===== src/shared/vsg_pkg.sv =====
// Purpose: constants and carrier types for the video sync timing generator
// Assumes: 12-bit timing registers, 6-bit register address
// Notes:   indices 0..18 are the only writable registers
package vsg_pkg;

   localparam int unsigned REG_W     = 12;
   localparam int unsigned ADDR_W    = 6;
   localparam int unsigned NUM_REGS  = 19;
   localparam int unsigned CNT_W     = 13;

   // register indices
   localparam logic [ADDR_W-1:0] ADR_STATUS       = 6'h00;
   localparam logic [ADDR_W-1:0] ADR_H_FRONT      = 6'h01;
   localparam logic [ADDR_W-1:0] ADR_H_SYNC_END   = 6'h02;
   localparam logic [ADDR_W-1:0] ADR_H_BLANK_END  = 6'h03;
   localparam logic [ADDR_W-1:0] ADR_H_TOTAL      = 6'h04;
   localparam logic [ADDR_W-1:0] ADR_V_FRONT      = 6'h05;
   localparam logic [ADDR_W-1:0] ADR_V_SYNC_END   = 6'h06;
   localparam logic [ADDR_W-1:0] ADR_V_BLANK_END  = 6'h07;
   localparam logic [ADDR_W-1:0] ADR_V_TOTAL      = 6'h08;
   localparam logic [ADDR_W-1:0] ADR_EQ_END       = 6'h09;
   localparam logic [ADDR_W-1:0] ADR_SERR_END     = 6'h0a;
   localparam logic [ADDR_W-1:0] ADR_ES_WIN_START = 6'h0b;
   localparam logic [ADDR_W-1:0] ADR_ES_WIN_END   = 6'h0c;
   localparam logic [ADDR_W-1:0] ADR_VINT_ON      = 6'h0d;
   localparam logic [ADDR_W-1:0] ADR_VINT_OFF     = 6'h0e;
   localparam logic [ADDR_W-1:0] ADR_CUR_H_START  = 6'h0f;
   localparam logic [ADDR_W-1:0] ADR_CUR_H_END    = 6'h10;
   localparam logic [ADDR_W-1:0] ADR_CUR_V_START  = 6'h11;
   localparam logic [ADDR_W-1:0] ADR_CUR_V_END    = 6'h12;
   localparam logic [ADDR_W-1:0] ADR_LAST         = 6'h12;

   // status register fields
   localparam int unsigned ST_SEL_V_BLANK = 0;
   localparam int unsigned ST_SEL_V_SYNC  = 1;
   localparam int unsigned ST_SEL_CURSOR  = 2;
   localparam int unsigned ST_MODE_LO     = 3;
   localparam int unsigned ST_MODE_HI     = 4;
   localparam int unsigned ST_POL_BLANK   = 5;
   localparam int unsigned ST_POL_SYNC    = 6;
   localparam int unsigned ST_POL_HAUX    = 7;
   localparam int unsigned ST_POL_VAUX    = 8;
   localparam int unsigned ST_ES_OFF      = 9;
   localparam int unsigned ST_RUN         = 10;

   // reset values
   localparam logic [REG_W-1:0]  STATUS_RST = 12'h000;
   localparam logic [REG_W-1:0]  DATA_RST   = 12'h000;
   localparam logic [CNT_W-1:0]  CNT_RST    = 13'h0000;
   localparam logic [4:0]        OUT_RST    = 5'h1f;

   typedef struct packed {
      logic [1:0] load;
      logic [1:0] ad;
      logic [1:0] bh;
      logic [7:0] d1;
      logic [7:0] d2;
   } vsg_sync_t;

   typedef struct packed {
      logic blank;
      logic sync;
      logic haux;
      logic vaux;
      logic odd;
   } vsg_out_t;

   typedef struct packed {
      logic h_blank;
      logic h_sync;
      logic h_gate;
      logic eq;
      logic serr;
      logic v_blank;
      logic v_sync;
      logic v_int;
      logic v_gate;
      logic es_win;
   } vsg_pulse_t;

endpackage


===== src/verilog/vsg_timing.sv =====
// Purpose: programmable raster sync/blank generator with byte-wide load port
// Assumes: load port pins are asynchronous to CLOCK and held around load edges
// Notes:   all state advances on the falling edge of CLOCK
//
// How it works
// - horizontal count runs 1 up to line total
// - horizontal outputs change on falling clock edge
// - line, blank, sync, porch widths follow registers
// - interlaced vertical timing counts half-lines
// - frame total is whole lines, no extra
// - vertical count runs 1 up to frame total
// - vertical blank/sync move on horizontal leading edges
// - frame, field, vertical blank/sync widths follow registers
// - composite signals combine vertical and horizontal parts
// - serration replaces vsync inside equalization window
// - equalization width is equalization_pulse_end minus reg1
// - serration width from line, reg1, serration_pulse_end
// - gating pulses when composite and cursor bit clear
// - cursor pulse is horizontal and vertical gating
// - vertical interrupt spans vert_interrupt_on_line to vert_interrupt_off_line lines
// - auto mode increments address after high byte
// - address wraps to start after last register
// - auto addressing starts on address cycle, byte one
// - selects on load fall, data on load rise
// - every timing register holds twelve bits
// - status bit nine suppresses equalization and serration
`timescale 1ns/1ps
`default_nettype none

module vsg_timing (
   // clock and reset
   input  wire logic       CLOCK,
   input  wire logic       RESET,
   input  wire logic       CLK_EN,
   // load port
   input  wire logic       LOAD,
   input  wire logic       ADDR_OR_DATA_SELECT,
   input  wire logic       BYTE_HALF_SELECT,
   input  wire logic [7:0] DATA,
   // video outputs
   output logic            BLANK_OUT,
   output logic            SYNC_OUT,
   output logic            HORIZ_AUX_OUT,
   output logic            VERT_AUX_OUT,
   output logic            FIELD_ODD_OUT
);

   typedef struct packed {
      vsg_pkg::vsg_sync_t                                  sy;
      logic                                                ad_lat;
      logic                                                bh_lat;
      logic                                                auto_on;
      logic                                                load_q;
      logic [vsg_pkg::ADDR_W-1:0]                          addr;
      logic [vsg_pkg::ADDR_W-1:0]                          start;
      logic [vsg_pkg::NUM_REGS-1:0][vsg_pkg::REG_W-1:0]    regs;
      logic [vsg_pkg::REG_W-1:0]                           hcnt;
      logic [vsg_pkg::CNT_W-1:0]                           vcnt;
      vsg_pkg::vsg_pulse_t                                 p;
      vsg_pkg::vsg_out_t                                   o;
   } vsg_state_t;

   vsg_state_t s_r;
   vsg_state_t s_nxt;

   ////////////////////////////////////////////////////////////////////////
   // set/clear pulse: clear at end match, set at start match
   function automatic logic pulse_step(input logic                cur,
                                       input logic [vsg_pkg::CNT_W-1:0] cnt,
                                       input logic [vsg_pkg::CNT_W-1:0] set_at,
                                       input logic [vsg_pkg::CNT_W-1:0] clr_at);
      logic v;
      v = cur;
      if (cnt == clr_at) begin
         v = 1'b0;
      end
      if (cnt == set_at) begin
         v = 1'b1;
      end
      return v;
   endfunction

   function automatic logic [vsg_pkg::CNT_W-1:0] wide(input logic [vsg_pkg::REG_W-1:0] x);
      return {1'b0, x};
   endfunction

   function automatic logic polar(input logic act, input logic high_true);
      return high_true ? act : ~act;
   endfunction

   ////////////////////////////////////////////////////////////////////////
   logic [vsg_pkg::REG_W-1:0] st;
   logic [vsg_pkg::REG_W-1:0] clocks_per_line_total;
   logic [vsg_pkg::REG_W-1:0] hhalf;
   logic [vsg_pkg::REG_W-1:0] hc;
   logic [vsg_pkg::REG_W-1:0] hp;
   logic [vsg_pkg::CNT_W-1:0] lines_per_frame_total;
   logic [vsg_pkg::CNT_W-1:0] vc;
   logic                      interlaced;
   logic                      double_rate;
   logic                      blank_edge;
   logic                      sync_edge;
   logic                      load_fall;
   logic                      load_rise;
   logic                      csync;
   logic                      cblank;
   logic                      cursor;
   logic                      hsel;
   logic                      vsel;

   always_comb begin
      s_nxt = s_r;
      st    = s_r.regs[vsg_pkg::ADR_STATUS];
      clocks_per_line_total  = s_r.regs[vsg_pkg::ADR_H_TOTAL];
      hhalf = {1'b0, clocks_per_line_total[vsg_pkg::REG_W-1:1]};
      interlaced  = (st[vsg_pkg::ST_MODE_HI:vsg_pkg::ST_MODE_LO] == 2'b00);
      double_rate = (st[vsg_pkg::ST_MODE_HI:vsg_pkg::ST_MODE_LO] != 2'b11);
      lines_per_frame_total  = interlaced ? {s_r.regs[vsg_pkg::ADR_V_TOTAL], 1'b0}
                         : wide(s_r.regs[vsg_pkg::ADR_V_TOTAL]);
      hc = 12'h000;
      hp = 12'h000;
      vc = s_r.vcnt;
      blank_edge = 1'b0;
      sync_edge  = 1'b0;
      load_fall  = 1'b0;
      load_rise  = 1'b0;
      csync  = 1'b0;
      cblank = 1'b0;
      cursor = 1'b0;
      hsel   = 1'b0;
      vsel   = 1'b0;

      if (CLK_EN) begin
         ///////////////////////////////////////////////////////////////////
         // load port synchronisers
         s_nxt.sy.load = {s_r.sy.load[0], LOAD};
         s_nxt.sy.ad   = {s_r.sy.ad[0], ADDR_OR_DATA_SELECT};
         s_nxt.sy.bh   = {s_r.sy.bh[0], BYTE_HALF_SELECT};
         s_nxt.sy.d1   = DATA;
         s_nxt.sy.d2   = s_r.sy.d1;
         // edges taken behind the second stage only
         s_nxt.load_q  = s_r.sy.load[1];
         load_fall = s_r.load_q && !s_r.sy.load[1];
         load_rise = !s_r.load_q && s_r.sy.load[1];

         if (load_fall) begin
            s_nxt.ad_lat = s_r.sy.ad[1];
            s_nxt.bh_lat = s_r.sy.bh[1];
            if (!s_r.sy.ad[1]) begin
               s_nxt.auto_on = s_r.sy.bh[1];
            end
         end

         if (load_rise) begin
            if (!s_r.ad_lat) begin
               s_nxt.addr  = s_r.sy.d2[vsg_pkg::ADDR_W-1:0];
               s_nxt.start = s_r.sy.d2[vsg_pkg::ADDR_W-1:0];
            end else begin
               if (s_r.addr <= vsg_pkg::ADR_LAST) begin
                  if (s_r.bh_lat) begin
                     s_nxt.regs[s_r.addr][11:8] = s_r.sy.d2[3:0];
                  end else begin
                     s_nxt.regs[s_r.addr][7:0] = s_r.sy.d2;
                  end
               end
               if (s_r.auto_on && s_r.bh_lat) begin
                  if (s_r.addr >= vsg_pkg::ADR_LAST) begin
                     s_nxt.addr = s_r.start;
                  end else begin
                     s_nxt.addr = s_r.addr + 6'h01;
                  end
               end
            end
         end

         ///////////////////////////////////////////////////////////////////
         // raster counters, run only while the status run bit is set
         if (st[vsg_pkg::ST_RUN]) begin
            hc = (s_r.hcnt >= clocks_per_line_total) ? 12'h001 : s_r.hcnt + 12'h001;
            s_nxt.hcnt = hc;
            hp = (double_rate && hc > hhalf) ? hc - hhalf : hc;
            blank_edge = (hc == 12'h001) ||
                         (interlaced && hc == hhalf + 12'h001);
            sync_edge  = (hc == s_r.regs[vsg_pkg::ADR_H_FRONT]) ||
                         (interlaced &&
                          hc == hhalf + s_r.regs[vsg_pkg::ADR_H_FRONT]);
            if ((interlaced && blank_edge) || hc == 12'h001) begin
               vc = (s_r.vcnt >= lines_per_frame_total) ? 13'h0001 : s_r.vcnt + 13'h0001;
               s_nxt.vcnt = vc;
            end

            // horizontal pulses
            s_nxt.p.h_blank = pulse_step(s_r.p.h_blank, wide(hc), 13'h0001,
                                         wide(s_r.regs[vsg_pkg::ADR_H_BLANK_END]));
            s_nxt.p.h_sync  = pulse_step(s_r.p.h_sync, wide(hc),
                                         wide(s_r.regs[vsg_pkg::ADR_H_FRONT]),
                                         wide(s_r.regs[vsg_pkg::ADR_H_SYNC_END]));
            s_nxt.p.h_gate  = pulse_step(s_r.p.h_gate, wide(hc),
                                         wide(s_r.regs[vsg_pkg::ADR_CUR_H_START]),
                                         wide(s_r.regs[vsg_pkg::ADR_CUR_H_END]));
            s_nxt.p.eq      = pulse_step(s_r.p.eq, wide(hp),
                                         wide(s_r.regs[vsg_pkg::ADR_H_FRONT]),
                                         wide(s_r.regs[vsg_pkg::ADR_EQ_END]));
            s_nxt.p.serr    = pulse_step(s_r.p.serr, wide(hp),
                                         wide(s_r.regs[vsg_pkg::ADR_SERR_END]),
                                         wide(s_r.regs[vsg_pkg::ADR_H_FRONT]));

            // vertical pulses move with horizontal blank leading edge
            if (blank_edge) begin
               s_nxt.p.v_blank = pulse_step(s_r.p.v_blank, vc, 13'h0001,
                                            wide(s_r.regs[vsg_pkg::ADR_V_BLANK_END]));
               s_nxt.p.v_int   = pulse_step(s_r.p.v_int, vc,
                                            wide(s_r.regs[vsg_pkg::ADR_VINT_ON]),
                                            wide(s_r.regs[vsg_pkg::ADR_VINT_OFF]));
               s_nxt.p.v_gate  = pulse_step(s_r.p.v_gate, vc,
                                            wide(s_r.regs[vsg_pkg::ADR_CUR_V_START]),
                                            wide(s_r.regs[vsg_pkg::ADR_CUR_V_END]));
               s_nxt.p.es_win  = pulse_step(s_r.p.es_win, vc,
                                            wide(s_r.regs[vsg_pkg::ADR_ES_WIN_START]),
                                            wide(s_r.regs[vsg_pkg::ADR_ES_WIN_END]));
            end
            // vertical sync moves with horizontal sync leading edge
            if (sync_edge) begin
               s_nxt.p.v_sync = pulse_step(s_r.p.v_sync, vc,
                                           wide(s_r.regs[vsg_pkg::ADR_V_FRONT]),
                                           wide(s_r.regs[vsg_pkg::ADR_V_SYNC_END]));
            end
         end

         ///////////////////////////////////////////////////////////////////
         // composite forming and output selection
         cblank = s_r.p.h_blank | s_r.p.v_blank;
         if (s_r.p.es_win && !st[vsg_pkg::ST_ES_OFF]) begin
            csync = s_r.p.v_sync ? s_r.p.serr : s_r.p.eq;
         end else begin
            csync = s_r.p.h_sync | s_r.p.v_sync;
         end
         cursor = s_r.p.h_gate & s_r.p.v_gate;

         if (st[vsg_pkg::ST_SEL_V_BLANK]) begin
            hsel = s_r.p.h_blank;
         end else if (st[vsg_pkg::ST_SEL_CURSOR]) begin
            hsel = cursor;
         end else begin
            hsel = s_r.p.h_gate;
         end
         if (st[vsg_pkg::ST_SEL_V_SYNC]) begin
            vsel = s_r.p.h_sync;
         end else if (st[vsg_pkg::ST_SEL_CURSOR]) begin
            vsel = s_r.p.v_int;
         end else begin
            vsel = s_r.p.v_gate;
         end

         s_nxt.o.blank = polar(st[vsg_pkg::ST_SEL_V_BLANK] ? s_r.p.v_blank : cblank,
                               st[vsg_pkg::ST_POL_BLANK]);
         s_nxt.o.sync  = polar(st[vsg_pkg::ST_SEL_V_SYNC] ? s_r.p.v_sync : csync,
                               st[vsg_pkg::ST_POL_SYNC]);
         s_nxt.o.haux  = polar(hsel, st[vsg_pkg::ST_POL_HAUX]);
         s_nxt.o.vaux  = polar(vsel, st[vsg_pkg::ST_POL_VAUX]);
         s_nxt.o.odd   = interlaced ? (s_r.vcnt <= wide(s_r.regs[vsg_pkg::ADR_V_TOTAL]))
                                    : 1'b1;
      end

      if (RESET) begin
         s_nxt         = '0;
         s_nxt.regs    = {vsg_pkg::NUM_REGS{vsg_pkg::DATA_RST}};
         s_nxt.regs[vsg_pkg::ADR_STATUS] = vsg_pkg::STATUS_RST;
         s_nxt.hcnt    = vsg_pkg::DATA_RST;
         s_nxt.vcnt    = vsg_pkg::CNT_RST;
         s_nxt.sy.load = 2'b11;
         s_nxt.load_q  = 1'b1;
         s_nxt.o       = vsg_pkg::OUT_RST;
      end
   end

   ////////////////////////////////////////////////////////////////////////
   // all state on falling clock edge
   always_ff @(negedge CLOCK) begin
      s_r <= s_nxt;
   end

   always_comb begin
      BLANK_OUT     = s_r.o.blank;
      SYNC_OUT      = s_r.o.sync;
      HORIZ_AUX_OUT = s_r.o.haux;
      VERT_AUX_OUT  = s_r.o.vaux;
      FIELD_ODD_OUT = s_r.o.odd;
   end

endmodule

`default_nettype wire


===== config.mk =====
export PLATFORM = sky130hd
export DESIGN_NAME = vsg_timing
export DESIGN_NICKNAME = d
export VERILOG_FILES = /design/src/shared/vsg_pkg.sv /design/src/verilog/vsg_timing.sv
export SDC_FILE = /design/constraint.sdc
export NUM_CORES = 1
export LEC_CHECK = 0
export ABC_AREA = 1
export BUFFER_PORTS_ARGS = -buffer_cell sky130_fd_sc_hd__buf_2
export CAP_MARGIN = 20
export CORE_ASPECT_RATIO = 0.7
export CORE_MARGIN = 3
export CORE_UTILIZATION = 65
export CTS_CLUSTER_DIAMETER = 120
export CTS_CLUSTER_SIZE = 8
export DETAILED_ROUTE_END_ITERATION = 12
export PLACE_DENSITY = 0.82
export SKIP_CTS_REPAIR_TIMING = 1
export SLEW_MARGIN = 20
export SYNTH_ARGS = -nofsm -noshare
export SYNTH_HDL_FRONTEND = slang
export SYNTH_SLANG_ARGS = --single-unit

===== constraint.sdc =====
create_clock -name CLOCK -period 7.3 [get_ports CLOCK]
set_input_delay 0 -clock CLOCK [delete_from_list [all_inputs] [get_ports CLOCK]]
set_output_delay 0 -clock CLOCK [all_outputs]
set_load 0.02 [all_outputs]

==> impl_metrics.yaml, run 1 <==
grt:
  grt_pass1_vias: 18877
  gr-usage-all-layers: 0.404
  grt_max_degree: 169
  gr-total-overflow: 0
  grt_first_pass_wirelength_mm: 96.2
  antenna_found_initial: 1
routing:
  wl_per_cell_um: 18.4
  vias: 20325
  viasPerCell: 6.01
  drt-initial-drc-count: 2655
  firstDrtPassIters: 7
  postRouteAntennaNets: 0
  wl_mm: 62.2
  drc_errors: 0
hold_path:
  whs_path_depth: 2
  min_to: "st[10]"
  min_from: "st[10]"
  hp-class: "reg -> reg"
pwr:
  power.density_nw_per_um2: 216
  leakage_nw: 9.86
  ir_drop_mv: 0.285
sta:
  setup_viol_count_final: 0
  max_freq_mhz: 164
  rsz0062_at_grt: "no"
  report.final.slew_viol_count: 0
  clock-skew-final_ns: 0.0305
  final.period_utilization: 0.833
  hold_viol_final: 0
  setup-tns-final_ns: 0
  min_period_ns: 6.08
  finalWorstSetupSlack_ns: 1.22
  max-slew-margin-rel: 0.286
  tightest_slew_ns: 1.07
synth:
  yosysTopAreaCellShare: 0.340
  synth_area_leaders: "dfxtp_1 34%, nand2_1 12%, o21ai_0 9.5%"
  synth_ff_type: "dfxtp_1"
  netlist_instances: 2737
  synth_top_area_cell: "dfxtp_1"
  synthArstFlopShare: 0
  yosysMostFrequentCell: "nand2_1"
  yosysUniqueCellTypes: 48
  synth_edf_count: 0
  ys_seq_area_frac: 0.340
  syn_area_per_cell_sq_um: 6.57
  ys_ff_latch: 305
  synthTopCellsByCount: "578 x nand2_1, 354 x inv_1, 342 x o21ai_0"
  synth_area_sq_um: 18000
  synth_nets: 2819
  yosysWarnings: 0
finish:
  utilization: 0.761
  drive_above_1_share: 0.0517
  syn2layout_area_growth_pct: 14.1
  finish.net_count: 3094
  final-instance-count-excl-fill: 3380
  nFillCells: 2120
setup_path:
  crit_path_end_kind: "flop"
  r2r-end: "s_r[10]"
  critPathRequiredTime_ns: 11.40
  crit_path_frequent_cell: "nand2_1"
  critical_path_class: "reg -> reg"
  cp.arrival_ns: 10.18
  crit_path_max_fanout: 22
  worst-r2r-cell-count: 28
  critPathLaunchType: "flop"
  ff2ff_setup_slack_ns: 1.22
  r2r-start: "clocks_per_line_total[10]"
  max_stage_delay_ns: 0.74
  slowest_stage: "o21ai_0"
floorplanning:
  fp.dieArea_sq_um: 29700
  floorplan.initialDensity: 0.667
  rows: 50
  die_w_um: 205
  core_area_sq_um: 27000
  io_pins: 19
  dieHeight_um: 145
cts:
  cts_buffers: 44
  cts_buffer_depth: 3
  htreeDepth: 2
  tritoncts: "yes"
  path_clk_slew_ns: 0.03
  clock_latency_ns: 0.62
  clock-sinks: 305
  cts_root_buf: "clkbuf_16"
job:
  maxCapViolations: 0
place:
  dp_hpwl_mm: 40.7
  preCtsSetupSlack_ns: 1.36
  io_buffer_count: 18
  placedCellCount: 3026
  place_congestion: 0.982
run_status:
  outcome: "finished clean"
[cell type report]
cell class / count / area (sq um) / share of cell area
Antenna cell: 1 / 2.50 / 0.000122
Clock buffer: 45 / 1130 / 0.0549
Clock inverter: 309 / 1200 / 0.0583
Inverter: 366 / 1380 / 0.0672
Multi-Input combinational cell: 1945 / 9960 / 0.485
Sequential cell: 305 / 6110 / 0.298
Tap cell: 364 / 455 / 0.0222
Timing Repair Buffer: 45 / 293 / 0.0143
[critical path: cells and delay by family (launching register included)]
| family | cells | cell delay (ns) |
|---|---|---|
| AND/OR/NAND/NOR | 14 | 1.79 |
| AO/OA/AOI/OAI | 7 | 1.99 |
| buffers and inverters | 4 | 0.68 |
| flip-flops | 1 | 0.45 |
| adder cells (fa/ha/maj) | 3 | 0.99 |
[registers in the layout, summed over array words and instances (netlist names)]
signal	flops
HORIZ_AUX_OUT	1
clocks_per_line_total	12
s_r	277
VERT_AUX_OUT	1
st	11
SYNC_OUT	1
FIELD_ODD_OUT	1
BLANK_OUT	1
[through the flow]
stage	power (mW)	hold WS, ns	area (sq um)
CTS	4.43	0.443	20500
finish	4.43	0.448	20500
global route	4.66	0.483	20500
detailed placement	2.13	0.438	18200
floorplan	2.07	0.424	18000
global placement	2.12	0.433	18200
[how the worst max path moves through the flow]
stage                                    from        to  slack [ns]
floorplan                              CLK_EN  s_r[112]        1.84
global route        clocks_per_line_total[10]   s_r[10]        0.71
detailed placement                     CLK_EN   s_r[10]        1.36
finish              clocks_per_line_total[10]   s_r[10]        1.22
global placement                       CLK_EN    s_r[8]        1.36
CTS                 clocks_per_line_total[10]   s_r[10]        1.44
[where the power goes]
part / leakage [nW] / internal [mW] / switching [mW]
clock: 2.21 / 1.32 / 1.24
sequential: 2.46 / 1.69 / 0.0165
combinational: 5.19 / 0.0362 / 0.117
total: 9.86 / 3.05 / 1.38
[metal layers]
layer  global-route usage  part of all wire  vias up
li1                     -                 -     9527
met1                0.571              0.41     9197
met2                0.547              0.40     1388
met3                0.140              0.15      213
met4                0.188             0.036        0
met5                    0                 0        -
[placed cells by master (no fill, tap or decap), drive strengths merged]
cell     count
nor2       211
xor2        69
nand2      600
o211ai       6
a221oi      11
diode        1
nor3        19
nand3b       7
o41ai        5
a22oi        1
o21ai      349
xnor2        3
inv        674
clkbuf      45
buf         45
or2         10
ha          66
nand4       55
o2111ai      7
or4          1
o21bai       2
nand3      170
and2         1
fa           2
a21oi      331
o311ai       1
a31oi        1
nor4         3
a211oi       2
o22ai        8
clkinv       1
a211o        1
nor4b        1
dfxtp      305
o21a         2
[cells by family after synthesis]
group	Yosys count	share of synthesized area
buffers and inverters	487	0.107
AND/OR/NAND/NOR	1078	0.260
flip-flops	305	0.340
adder cells (fa/ha/maj)	68	0.0481
AO/OA/AOI/OAI	727	0.210
XOR/XNOR	72	0.0351
Note: power is estimated with default switching activity, not from simulation.
==> run 2, diff against run 1 <==
--- a/config.mk
+++ b/config.mk
@@ -5,16 +5,16 @@
 export SDC_FILE = /design/constraint.sdc
 export NUM_CORES = 1
 export LEC_CHECK = 0
-export ABC_AREA = 1
+export ABC_AREA = 0
 export BUFFER_PORTS_ARGS = -buffer_cell sky130_fd_sc_hd__buf_2
 export CAP_MARGIN = 20
 export CORE_ASPECT_RATIO = 0.7
 export CORE_MARGIN = 3
-export CORE_UTILIZATION = 65
+export CORE_UTILIZATION = 64
 export CTS_CLUSTER_DIAMETER = 120
 export CTS_CLUSTER_SIZE = 8
 export DETAILED_ROUTE_END_ITERATION = 12
-export PLACE_DENSITY = 0.82
+export PLACE_DENSITY = 0.81
 export SKIP_CTS_REPAIR_TIMING = 1
 export SLEW_MARGIN = 20
 export SYNTH_ARGS = -nofsm -noshare
==> constraint.sdc (replaced) <==
create_clock -name CLOCK -period 6.1 [get_ports CLOCK]
set_input_delay 0 -clock CLOCK [delete_from_list [all_inputs] [get_ports CLOCK]]
set_output_delay 0 -clock CLOCK [all_outputs]
set_load 0.02 [all_outputs]
==> run 2 against run 1 <==
- critical path depth fell by 7
- clock power rose by 19%
- sequential share of layout area barely moved
- critical endpoint is now s_r[9]
- utilization barely moved
- clock skew rose by 0.0014 ns
- highest routed layer unchanged
- global-route usage fell by 2.6 points
==> impl_metrics.yaml, run 2 <==
synth:
  synth_edf_count: 0
  yosysWarnings: 0
  synth_xor_area_frac: 0.123
  yosysUniqueCellTypes: 87
  ys_ff_latch: 305
  synth_top_family_by_area: "simple AND/OR/NAND/NOR gates"
  synthAdderAreaFrac: 0.0488
  synth-compound-area-share: 0.123
  synthArstFlopShare: 0
  yosysMostFrequentCell: "dfxtp_1"
  yosys.area_share.simple: 0.216
  ys_seq_area_frac: 0.344
  syn_area_per_cell_sq_um: 8.25
  synth_top_area_cell: "dfxtp_1"
  synth_area_sq_um: 17800
  synth_ff_type: "dfxtp_1"
  synthTopCellsByCount: "305 x dfxtp_1, 252 x nand2_1, 228 x nor2_1"
  yosysTopAreaCellShare: 0.344
  synth_mux_area_frac: 0.100
  synth_area_leaders: "dfxtp_1 34%, mux2i_1 9.8%, xnor2_1 7.9%"
  synth_nets: 2235
  netlist_instances: 2153
cts:
  clock_latency_ns: 0.62
  cts_buffer_depth: 3
  cts_root_buf: "clkbuf_16"
  tritoncts: "yes"
  clock-sinks: 305
  path_clk_slew_ns: 0.03
  cts_buffers: 44
  htreeDepth: 2
floorplanning:
  core_area_sq_um: 27000
  dieHeight_um: 145
  fp.dieArea_sq_um: 29800
  io_pins: 19
  rows: 50
  die_w_um: 205
  floorplan.initialDensity: 0.657
finish:
  drive_above_1_share: 0.0726
  finish.net_count: 2517
  top_register: "s_r"
  layout_commonest_cell: "inv_1"
  fin_area_sq_um: 20600
  antenna_cells: 0
  largest_reg_flops: 277
  syn2layout_area_growth_pct: 15.9
  most-common-layout-cells: "355 x inv_1, 299 x dfxtp_1, 252 x nand2_1"
job:
  maxCapViolations: 0
sta:
  finalWorstSetupSlack_ns: 0.242
  setup-tns-final_ns: 0
  final.period_utilization: 0.960
  hold_viol_final: 0
  report.final.slew_viol_count: 0
  max-slew-margin-rel: 0.219
  tightest_slew_ns: 1.17
  setup_viol_count_final: 0
  min_period_ns: 5.86
  clock-skew-final_ns: 0.0319
  max_freq_mhz: 171
pwr:
  seqPwrFrac: 0.393
  leakage_nw: 9.85
  power.density_nw_per_um2: 252
  clkPwrFrac: 0.585
  power.internal_mw: 3.60
  comb_power_share: 0.022
  p_sw_frac: 0.306
  power_mw: 5.19
  p_sw_mw: 1.59
  ir_drop_mv: 0.268
setup_path:
  critical_path_class: "reg -> reg"
  crit_path_max_fanout: 15
  cp.arrival_ns: 9.45
  critPathRequiredTime_ns: 9.69
  worst-r2r-cell-count: 21
  critPathLaunchType: "flop"
  crit_path_end_kind: "flop"
place:
  io_buffer_count: 18
  dp_hpwl_mm: 36.4
  preCtsSetupSlack_ns: 0.136
  place_congestion: 1.03
  placed_cell_area_sq_um: 18200
routing:
  viasPerCell: 6.27
  drc_errors: 0
  wl_mm: 57.7
  postRouteAntennaNets: 0
  vias: 17558
  drt-initial-drc-count: 2144
  firstDrtPassIters: 7
  wl_per_cell_um: 20.6
grt:
  grt_max_degree: 109
  gr-usage-all-layers: 0.378
  grt_first_pass_wirelength_mm: 89.9
  antenna_found_initial: 0
  grt_pass1_vias: 17394
  gr-total-overflow: 0
run_status:
  outcome: "finished clean"
hold_path:
  whs_path_depth: 2
  hp-class: "reg -> reg"
run 2: through the flow:
stage          hold WS [ns]  utilization  instances
3_3_place_gp          0.446        0.671       2446
3_5_place_dp          0.454        0.672       2446
4_1_cts               0.458        0.758       2799
6_report              0.461        0.761       2802
5_1_grt               0.481        0.761       2802
2_1_floorplan         0.434            -       2153
run 2: routing by layer:
metal	routed length (um)	GRT usage
met2	24700	0.541
met1	23700	0.519
met3	7380	0.117
met4	1860	0.179
met5	0	0
run 2: layout make-up:
type	count	area, sq um
sequential	305	6110
fill	1973	6450
tap	364	455
multi-input combinational	1657	11000
clock inverter	310	1230
inverter	52	195
timing repair buffer	70	502
clock buffer	44	1100
run 2: path summary, 6_finish.rpt:
| kind | startpoint | end | slack (ns) |
|---|---|---|---|
| hold / removal | s_r[159] | s_r[159] | 0.46 |
| hold reg to reg | s_r[159] | s_r[159] | 0.46 |
| setup / recovery | clocks_per_line_total[2] | s_r[9] | 0.24 |
| setup reg to reg | clocks_per_line_total[2] | s_r[9] | 0.24 |
run 2: kinds of logic after synthesis:
kind of cell    Yosys count
simple gates            814
xor+xnor                243
fa+ha+maj                68
buf+inv                 191
compound gates          355
mux                     177
flops                   305
run 2: critical path, cell delays in order, from the launching register on:
cell and delay, ns:
dfxtp_1 0.53, inv_1 0.14, ha_1 0.31, a211oi_1 0.19, o21ai_0 0.15, a21oi_2 0.29, o21a_1 0.28, nand2_1 0.11
inv_1 0.06, buf_4 0.14, ha_1 0.29, nor4_2 0.42, nand4_1 0.21, buf_4 0.24, or2_1 0.42, o31ai_4 0.42
mux2i_1 0.24, buf_4 0.28, and4_1 0.23, nand3_1 0.08, nor4_1 0.58, a31o_1 0.16
run 2: power groups by stage:
stage / registers, mW / logic (mW) / clock network (mW)
after CTS: 2.04 / 0.109 / 3.08
after floorplan: 2.05 / 0.0833 / 0.303
after global routing: 2.04 / 0.120 / 3.31
after global placement: 2.06 / 0.105 / 0.303
after detailed placement: 2.07 / 0.107 / 0.303
final: 2.04 / 0.112 / 3.04
